<file path="src/verilog/acf_pkg.sv">
package acf_pkg;

  localparam int unsigned CODE_WIDTH    = 10;
  localparam int unsigned DIV_WIDTH     = 5;
  localparam int unsigned BIT_IDX_WIDTH = 4;

  localparam logic [7:0] ADDR_CONVERTER_CONFIG  = 8'hBC;
  localparam logic [7:0] ADDR_RESULT_LOW_BYTE   = 8'hBD;
  localparam logic [7:0] ADDR_RESULT_HIGH_BYTE  = 8'hBE;

  localparam int unsigned CFG_DIV_MSB  = 7;
  localparam int unsigned CFG_DIV_LSB  = 3;
  localparam int unsigned CFG_LJST_BIT = 2;
  localparam int unsigned CFG_8BIT_BIT = 1;
  localparam int unsigned CFG_GAIN_BIT = 0;

  localparam logic [7:0] CONVERTER_CONFIG_RESET = 8'hF8;
  localparam logic [7:0] RESULT_LOW_RESET       = 8'h00;
  localparam logic [7:0] RESULT_HIGH_RESET      = 8'h00;

  localparam logic [CODE_WIDTH-1:0]    TRIAL_FIRST     = 10'h200;
  localparam logic [BIT_IDX_WIDTH-1:0] BIT_IDX_MSB     = 4'h9;
  localparam logic [BIT_IDX_WIDTH-1:0] LAST_BIT_10BIT  = 4'h0;
  localparam logic [BIT_IDX_WIDTH-1:0] LAST_BIT_8BIT   = 4'h2;

  typedef struct packed {
    logic       wr_en;
    logic       rd_en;
    logic [7:0] addr;
    logic [7:0] wdata;
  } acf_sfr_req_type;

  typedef struct packed {
    logic [7:0] high;
    logic [7:0] low;
  } acf_result_type;

endpackage

</file>
<file path="src/verilog/acf_sar_clkdiv.sv">
`timescale 1ns/100ps
module acf_sar_clkdiv
  import acf_pkg::*;
(
  input  wire logic                 ref_clk,
  input  wire logic                 rst_n,
  input  wire logic                 run,
  input  wire logic [DIV_WIDTH-1:0] divider,
  output logic                      sar_tick
);

  typedef struct packed {
    logic [DIV_WIDTH-1:0] count;
    logic                 tick;
  } acf_div_state_type;

  acf_div_state_type state;
  acf_div_state_type next_state;

  // one tick every divider+1 system clocks while running
  always_comb begin
    next_state      = state;
    next_state.tick = 1'b0;
    if (!run) begin
      next_state.count = '0;
    end else if (state.count == divider) begin
      next_state.count = '0;
      next_state.tick  = 1'b1;
    end else begin
      next_state.count = state.count + 5'h01;
    end
  end

  always_ff @(posedge ref_clk) begin
    if (!rst_n) begin
      state <= '0;
    end else begin
      state <= next_state;
    end
  end

  assign sar_tick = state.tick;

endmodule

</file>
<file path="src/verilog/acf_top.sv">
// Functional notes
// - The conversion clock period is sar_clock_divider plus one system clock periods, divider in config bits 7:3.
// - Config bit 2 selects right (0) or left (1) justification of the 10-bit result.
// - Config bit 1 selects 8-bit conversions, in which the justify bit is ignored.
// - Config bit 0 selects input gain of one half (0) or one (1).
// - Right-justified 10-bit high byte reads zeros in 7:2 and the top two result bits in 1:0.
// - Left-justified 10-bit high byte reads the eight most significant result bits.
// - In 8-bit mode the high byte holds the whole 8-bit result.
// - Right-justified 10-bit low byte reads the eight least significant result bits.
// - Left-justified 10-bit low byte reads the two lowest result bits in 7:6 and zeros below.
// - In 8-bit mode the low byte reads all zeros.
// - An 8-bit conversion takes two fewer conversion clock cycles than a 10-bit one.
// - The result bytes load at the end of each completed (not aborted) conversion and the done flag is set with them.
// - With converter_enable low no conversion runs; with it high the converter is active.
`timescale 1ns/100ps
module acf_top
  import acf_pkg::*;
(
  input  wire logic                  ref_clk,
  input  wire logic                  rst_n,
  input  wire acf_sfr_req_type       sfr_req,
  output logic [7:0]                 sfr_rdata,
  input  wire logic                  converter_enable,
  input  wire logic                  conversion_start,
  input  wire logic                  comparator_above,
  input  wire logic                  done_flag_clear,
  output logic [CODE_WIDTH-1:0]      sar_trial_code,
  output logic                       conversion_busy,
  output logic                       conversion_done_flag,
  output logic                       gain_select,
  output logic                       sar_conversion_clock
);

  typedef enum logic [1:0] {
    PHASE_IDLE    = 2'b00,
    PHASE_CONVERT = 2'b01
  } acf_phase_type;

  typedef struct packed {
    logic [7:0]               config_reg;
    acf_result_type           result;
    logic [7:0]               rdata;
    logic                     busy;
    logic                     done_flag;
    logic [BIT_IDX_WIDTH-1:0] bit_idx;
    logic [CODE_WIDTH-1:0]    trial;
    logic                     eight_bit_mode_enable;
    logic                     left_justify_select;
    logic [DIV_WIDTH-1:0]     sar_clock_divider;
    logic                     sar_clk_q;
    acf_phase_type            phase;
  } acf_state_type;

  acf_state_type state;
  acf_state_type next_state;
  logic          sar_tick;

  // place a finished code into the two result bytes
  function automatic acf_result_type format_result(
    input logic [CODE_WIDTH-1:0] code,
    input logic                  eight_bit,
    input logic                  left_just
  );
    acf_result_type r;
    r = '0;
    if (eight_bit) begin
      r.high = code[9:2];
      r.low  = 8'h00;
    end else if (left_just) begin
      r.high = code[9:2];
      r.low  = {code[1:0], 6'h00};
    end else begin
      r.high = {6'h00, code[9:8]};
      r.low  = code[7:0];
    end
    return r;
  endfunction

  // decide the bit under test, then raise the next lower trial bit unless this was the last one
  function automatic logic [CODE_WIDTH-1:0] sar_step(
    input logic [CODE_WIDTH-1:0]    code,
    input logic [BIT_IDX_WIDTH-1:0] idx,
    input logic                     keep,
    input logic                     last
  );
    logic [CODE_WIDTH-1:0] c;
    c = code;
    if (!keep) begin
      c[idx] = 1'b0;
    end
    if (!last) begin
      c[idx - 4'h1] = 1'b1;
    end
    return c;
  endfunction

  // one-hot register select: bit 0 config, bit 1 low byte, bit 2 high byte
  function automatic logic [2:0] reg_select(
    input logic [7:0] addr
  );
    logic [2:0] sel;
    sel = 3'h0;
    case (addr)
      ADDR_CONVERTER_CONFIG: sel = 3'h1;
      ADDR_RESULT_LOW_BYTE:  sel = 3'h2;
      ADDR_RESULT_HIGH_BYTE: sel = 3'h4;
      default:               sel = 3'h0;
    endcase
    return sel;
  endfunction

  function automatic logic [7:0] read_mux(
    input logic [7:0]     addr,
    input logic [7:0]     cfg,
    input acf_result_type res
  );
    logic [2:0] sel;
    logic [7:0] d;
    sel = reg_select(addr);
    d   = 8'h00;
    if (sel[0]) begin
      d = cfg;
    end else if (sel[1]) begin
      d = res.low;
    end else if (sel[2]) begin
      d = res.high;
    end
    return d;
  endfunction

  acf_sar_clkdiv u_clkdiv (
    .ref_clk  (ref_clk),
    .rst_n    (rst_n),
    .run      (state.busy),
    .divider  (state.sar_clock_divider),
    .sar_tick (sar_tick)
  );

  always_comb begin
    logic [CODE_WIDTH-1:0]    decided;
    logic [BIT_IDX_WIDTH-1:0] last_bit;
    logic [2:0]               wr_sel;
    last_bit   = state.eight_bit_mode_enable ? LAST_BIT_8BIT : LAST_BIT_10BIT;
    decided    = sar_step(state.trial, state.bit_idx, comparator_above, state.bit_idx == last_bit);
    wr_sel     = reg_select(sfr_req.addr);
    next_state = state;
    next_state.sar_clk_q = sar_tick;

    if (sfr_req.rd_en) begin
      next_state.rdata = read_mux(sfr_req.addr, state.config_reg, state.result);
    end

    // software writes; a conversion load below takes priority on the result bytes
    if (sfr_req.wr_en && wr_sel[0]) begin
      next_state.config_reg = sfr_req.wdata;
    end
    if (sfr_req.wr_en && wr_sel[1]) begin
      next_state.result.low = sfr_req.wdata;
    end
    if (sfr_req.wr_en && wr_sel[2]) begin
      next_state.result.high = sfr_req.wdata;
    end

    if (done_flag_clear) begin
      next_state.done_flag = 1'b0;
    end

    // conversion sequencing; enable low aborts without loading results or setting the flag
    case (state.phase)
      PHASE_IDLE: begin
        if (converter_enable && conversion_start) begin
          next_state.phase                 = PHASE_CONVERT;
          next_state.busy                  = 1'b1;
          next_state.trial                 = TRIAL_FIRST;
          next_state.bit_idx               = BIT_IDX_MSB;
          next_state.sar_clock_divider     = state.config_reg[CFG_DIV_MSB:CFG_DIV_LSB];
          next_state.eight_bit_mode_enable = state.config_reg[CFG_8BIT_BIT];
          next_state.left_justify_select   = state.config_reg[CFG_LJST_BIT];
        end
      end
      PHASE_CONVERT: begin
        if (!converter_enable) begin
          next_state.phase = PHASE_IDLE;
          next_state.busy  = 1'b0;
        end else if (sar_tick) begin
          next_state.trial = decided;
          if (state.bit_idx == last_bit) begin
            next_state.phase     = PHASE_IDLE;
            next_state.busy      = 1'b0;
            next_state.result    = format_result(decided, state.eight_bit_mode_enable,
                                                 state.left_justify_select);
            next_state.done_flag = 1'b1;
          end else begin
            next_state.bit_idx = state.bit_idx - 4'h1;
          end
        end
      end
      default: begin
        next_state.phase = PHASE_IDLE;
        next_state.busy  = 1'b0;
      end
    endcase
  end

  always_ff @(posedge ref_clk) begin
    if (!rst_n) begin
      state             <= '0;
      state.config_reg  <= CONVERTER_CONFIG_RESET;
      state.result.low  <= RESULT_LOW_RESET;
      state.result.high <= RESULT_HIGH_RESET;
    end else begin
      state <= next_state;
    end
  end

  assign sfr_rdata            = state.rdata;
  assign sar_trial_code       = state.trial;
  assign conversion_busy      = state.busy;
  assign conversion_done_flag = state.done_flag;
  assign gain_select          = state.config_reg[CFG_GAIN_BIT];
  assign sar_conversion_clock = state.sar_clk_q;

endmodule

</file>
<file path="config.mk">
export PLATFORM = sky130hd
export DESIGN_NAME = acf_top
export DESIGN_NICKNAME = d
export VERILOG_FILES = /design/src/verilog/acf_pkg.sv /design/src/verilog/acf_sar_clkdiv.sv /design/src/verilog/acf_top.sv
export SDC_FILE = /design/constraint.sdc
export NUM_CORES = 1
export LEC_CHECK = 0
export ABC_AREA = 1
export BUFFER_PORTS_ARGS = -buffer_cell sky130_fd_sc_hd__buf_2
export CORE_MARGIN = 4
export CORE_UTILIZATION = 62
export CTS_BUF_LIST = sky130_fd_sc_hd__clkbuf_4 sky130_fd_sc_hd__clkbuf_8
export DETAILED_ROUTE_END_ITERATION = 8
export PLACE_DENSITY = 0.95
export SETUP_SLACK_MARGIN = 0.05
export SYNTH_ARGS = -nofsm -noshare
export SYNTH_HDL_FRONTEND = slang
export SYNTH_HIERARCHICAL = 1
export SYNTH_SLANG_ARGS = --single-unit
export TNS_END_PERCENT = 30
</file>
<file path="constraint.sdc">
create_clock -name ref_clk -period 3.4 [get_ports ref_clk]
set_clock_uncertainty 0.15 [all_clocks]
set_input_delay 0.51 -clock ref_clk [delete_from_list [all_inputs] [get_ports ref_clk]]
set_output_delay 0.51 -clock ref_clk [all_outputs]
set_load 0.005 [all_outputs]
</file>
After elaboration in Yosys (flattened, before gate mapping)
Index checks and enable logic that the tools add are counted.
{"block": "classes", "eq_ne": 12, "n_addsub": 2, "magnitude_cmp": 4, "n_bitwise": 5, "n_mux": 37, "n_reduce_logical": 14}
{"cell": "$mux W16", "count": 7}
{"cell": "$mux W8", "count": 5}
{"cell": "$pmux W14 S2", "count": 1}
{"cell": "$eq A8 B8 Y1 const B", "count": 3}
{"cell": "$mux W21", "count": 1}
{"cell": "$mux W10", "count": 2}
{"cell": "$mux W15", "count": 1}
{"cell": "$mux W2", "count": 6}
{"cell": "$and A10 B10 Y10", "count": 1}
{"cell": "$lt A4 B5 Y1 const B", "count": 2}
{"cell": "$not A10 Y10", "count": 1}
{"cell": "$or A10 B10 Y10", "count": 1}
{"cell": "$pmux W3 S3", "count": 1}
{"cell": "$demux W1 S4", "count": 2}
{"cell": "$ge A4 B1 Y1 const B", "count": 2}
{"cell": "$mux W1", "count": 7}
{"cell": "$logic_and A1 B1 Y1", "count": 6}
{"cell": "$ne A2 B2 Y1 const B", "count": 3}
{"cell": "$add A5 B1 Y5 const B", "count": 1}
{"cell": "$eq A5 B5 Y1", "count": 1}
{"cell": "$reduce_and A5 Y1", "count": 1}
{"cell": "$eq A4 B2 Y1", "count": 1}
{"cell": "$mux W4", "count": 1}
{"cell": "$pmux W2 S2", "count": 1}
{"cell": "14 further kinds", "count": 16}
{"block": "totals", "output_inout_bits": 22, "ff_bits": 64, "wordCells": 89}

Longest topological paths before layout
{"block": "depth", "depth_word": 15, "mapped_depth": 12}

Modules after synthesis
Netlist, hierarchy kept.
{"module": "acf_top", "area_per_inst_um2": 2894.0, "cells_per_inst": 420, "n_inst": 1}
{"module": "acf_sar_clkdiv", "area_per_inst_um2": 314.1, "cells_per_inst": 45, "n_inst": 1}

Worst setup path after synthesis
Ideal clock, no wire load.
{"block": "synth_path", "path_kind": "input -> register", "start": "input sfr_req[11] in the netlist's numbering", "end": "register state[53] in the netlist's numbering", "stages": 7, "path_slack_ns": 1.690, "arrival_ns": 1.424, "t_required_ns": 3.113, "path_cell_list": "nand2_1 nor3_2 nand2_2 nor2_4 inv_2 nand2_1 o211ai_1"}
{"block": "synth_via", "elab_chain_len": 3, "elab_cells_between_ends": 5, "classes_between": "3 x eq/ne; 1 x mux; 1 x reduce/logical"}
{"item": "start, declared", "line": "acf_top.sv:21", "rtl": "input wire acf_sfr_req_type sfr_req,"}
{"item": "$eq A8 B8 Y1", "line": "acf_top.sv:103", "rtl": "case (addr)"}
{"item": "$pmux W3 S3 (*)", "line": "acf_top.sv:103"}
{"item": "$logic_and A1 B1 Y1 (*)", "line": "acf_top.sv:154", "rtl": "if (sfr_req.wr_en && wr_sel[0]) begin"}
{"item": "end signal, assigned", "line": "acf_top.sv:212", "rtl": "state <= next_state;"}
{"item": "end, declared", "line": "acf_top.sv:54", "rtl": "acf_state_type state;"}
Mark *: on every way between the ends. The rest lies on a longest branch, timed or not.
A chain may end at the register's enable or synchronous reset.

Final worst setup path
{"block": "layout_path", "start": "register state[20] in the netlist's numbering", "end": "register state[34] in the netlist's numbering"}
{"block": "layout_via", "elab_chain_len": 15, "elab_cells_between_ends": 23, "classes_between": "1 x add/sub; 4 x order compare; 1 x eq/ne; 12 x mux; 3 x bitwise; 2 x reduce/logical"}
{"item": "parallel branches: the longest is 11 deep, another holds $lt A4 B5 Y1"}
{"item": "$mux W16 (*)", "line": "acf_top.sv:187", "rtl": "if (state.bit_idx == last_bit) begin"}
{"item": "$mux W16 (*)", "line": "acf_top.sv:185", "rtl": "end else if (sar_tick) begin"}
{"item": "$mux W16 (*)", "line": "acf_top.sv:182", "rtl": "if (!converter_enable) begin"}
{"item": "$mux W16 (*)", "line": "acf_top.sv:169", "rtl": "case (state.phase)"}
Every way passes the cells marked *.

==> metrics <==
Reg clk slew, reported paths 0.07 ns; hold_buf cts 0; post-route cell area 3540 µm²; Post-Route WL 7770 µm; Final period util 59.7%; CTS tree yes; Synth Area per Inst 6.90 µm²; GRT Residual Overflow 0; largest net degree at the start of global routing 34; cell taking the most area after synthesis dfxtp_1; CP arrival 2.13 ns; critical path launch point type register; CTS Buf Count 9; commonest non-fill, non-tap cell in the layout nand2_1; Max IR drop VDD 0.282 mV; RSZ-0062 raised after global routing no; DR pass1 iterations 5; die area 6390 µm²; switching pwr 0.375 mW; core area 4880 µm²; per-cell routed wire length 13.8 µm; pwr/cell area 435 nW/µm²; site row count 25; DRT antenna net count 0; antenna fix cells 0; vias 3,172; post-CTS sizing 0; area delta synth->final 10.3%; Seq cells post-synth 62; DRT iter0 DRCs 296; GPL Wtd Cong 0.892; pre-CTS WS 1.39 ns; Final Critical Period 2.03 ns; vias in the first global route 2,922; Mapped Cells 465; Fin Setup TNS 0 ns; IO Pins 46; max_slew headroom 32.4%; Die Ht 79.9 µm; antenna violations before repair 0; Crit Path Class register to register; Detailed Place HPWL 5530 µm; final worst slack 1.37 ns; # DRC 0; Comb power frac 7.7%; Total GRT Usage 26.3%; measured slew at the worst slew-check pin 1.01 ns; port bufs 45; setup violators final 0; Max Slew Vio Count 0; nets@finish 522; CTS Sinks 62; CTS Buffer Depth 2; Worst Hold Class primary input to register; H-tree depth 3; status finished, final reports clean; Seq pwr share 48.5%; drt via density 5.62; Leak Pwr 1.54 nW; Clock power frac 43.8%; clk_lat worst skew 0.35 ns; max cap viols 0; Pint 1.17 mW; first-pass GRT wire length 13,200 µm; Post-Syn Area 3210 µm²; DP Area 3330 µm²; initial core utilization 65.7%; final hold vios 0; required time of the critical path 3.50 ns; critical path fanouts, max 6; count of unique library cells instantiated by Yosys 29; endpoint type of the worst setup path register; Yosys top cell area share 38.7%; Seq/Total Area, Yosys 38.7%; most frequent cells in the layout nand2_1 (116), dfxtp_1 (62), inv_1 (47), a21oi_1 (47), buf_2 (45); post-CTS setup buffers 0; Post-Syn Nets 494; f_max 493 MHz; root buf cell clkbuf_8; layout cell share with drive strength beyond 1 18.1%; top post-synthesis cells by area dfxtp_1 (39%), nand2_1 (14%), a21oi_1 (7.3%); die width 79.9 µm; Synth warnings 6; sw frac 24.3%
[worst paths after layout]
check / start / to / slack (ns) / depth (start not counted)
setup / recovery: state[20]$_SDFFE_PN0P_ / state[34]$_SDFF_PN0_ / 1.37 / 10
hold / removal: done_flag_clear / conversion_done_flag$_SDFF_PN0_ / 0.26 / 4
setup reg to reg: state[20]$_SDFFE_PN0P_ / state[34]$_SDFF_PN0_ / 1.37 / 10
hold reg to reg: u_clkdiv/sar_tick$_SDFF_PN0_ / sar_conversion_clock$_SDFF_PN0_ / 0.31 / 2
[state kept, by name, summed over array words and instances, names as in the netlist]
name	cells
u_clkdiv/state	5
u_clkdiv/sar_tick	1
sar_conversion_clock	1
state	35
sfr_rdata	8
gain_select	1
conversion_done_flag	1
sar_trial_code	10
[cell families after synthesis]
kind of cell	share of synthesized area, %
AOI/OAI and AO/OA	19.1
buffers and inverters	13.3
xor gates and xnor gates	1.09
DFF	38.7
adders and majority gates	1.95
and+or+nand+nor	25.9
[cell type report]
type | instances | area [µm²]
clock buffer | 12 | 165
fill | 388 | 1340
tap | 67 | 83.8
clock inverter | 3 | 42.5
sequential | 62 | 1240
timing repair buffer | 48 | 248
inverter | 58 | 218
multi-input combinational | 314 | 1540
[worst max-delay path, stage by stage (launching register included)]
cell and delay, ns:
dfxtp_1 0.35, inv_1 0.16, ha_1 0.26, inv_1 0.07, nand2_1 0.06, nand2_1 0.06
inv_1 0.09, nand3_1 0.18, o21ai_1 0.26, nand2_1 0.10, a21oi_1 0.19
[synthesized netlist by cell type (all sizes together)]
| cell type | count |
|---|---|
| ha | 5 |
| a21oi | 47 |
| inv | 57 |
| o21bai | 1 |
| xnor2 | 2 |
| o22ai | 1 |
| clkbuf | 7 |
| xor2 | 2 |
| nand2 | 121 |
| dfxtp | 62 |
| nand4 | 1 |
| clkinv | 1 |
| nor3 | 4 |
| nor2 | 37 |
| nand3 | 27 |
| o21ai | 53 |
| o211ai | 13 |
| buf | 24 |
[stage by stage]
step	utilization, %	total power, mW	instances	hold WS (ns)
CTS	72.5	1.55	564	0.249
global placement	68.3	0.876	549	0.297
detailed placement	68.3	0.878	549	0.299
finish	72.5	1.54	564	0.262
global route	72.5	1.60	564	0.302
floorplan	-	0.839	465	0.270
[layer usage]
layer / GRT usage, % / share of wire, % / wire [µm]
met1: 31.2 / 41 / 3160
met2: 43.0 / 47 / 3680
met3: 8.69 / 8.8 / 683
met4: 11.8 / 3.1 / 237
met5: 0 / 0 / 0
[power by group through the flow]
| stage | combinational (mW) | clock (mW) | sequential, mW |
|---|---|---|---|
| floorplan | 0.0786 | 0 | 0.761 |
| global placement | 0.113 | 0 | 0.763 |
| detailed placement | 0.114 | 0 | 0.764 |
| CTS | 0.116 | 0.684 | 0.748 |
| global route | 0.131 | 0.720 | 0.749 |
| finish | 0.118 | 0.675 | 0.748 |
(Power assumes the default switching activity.)
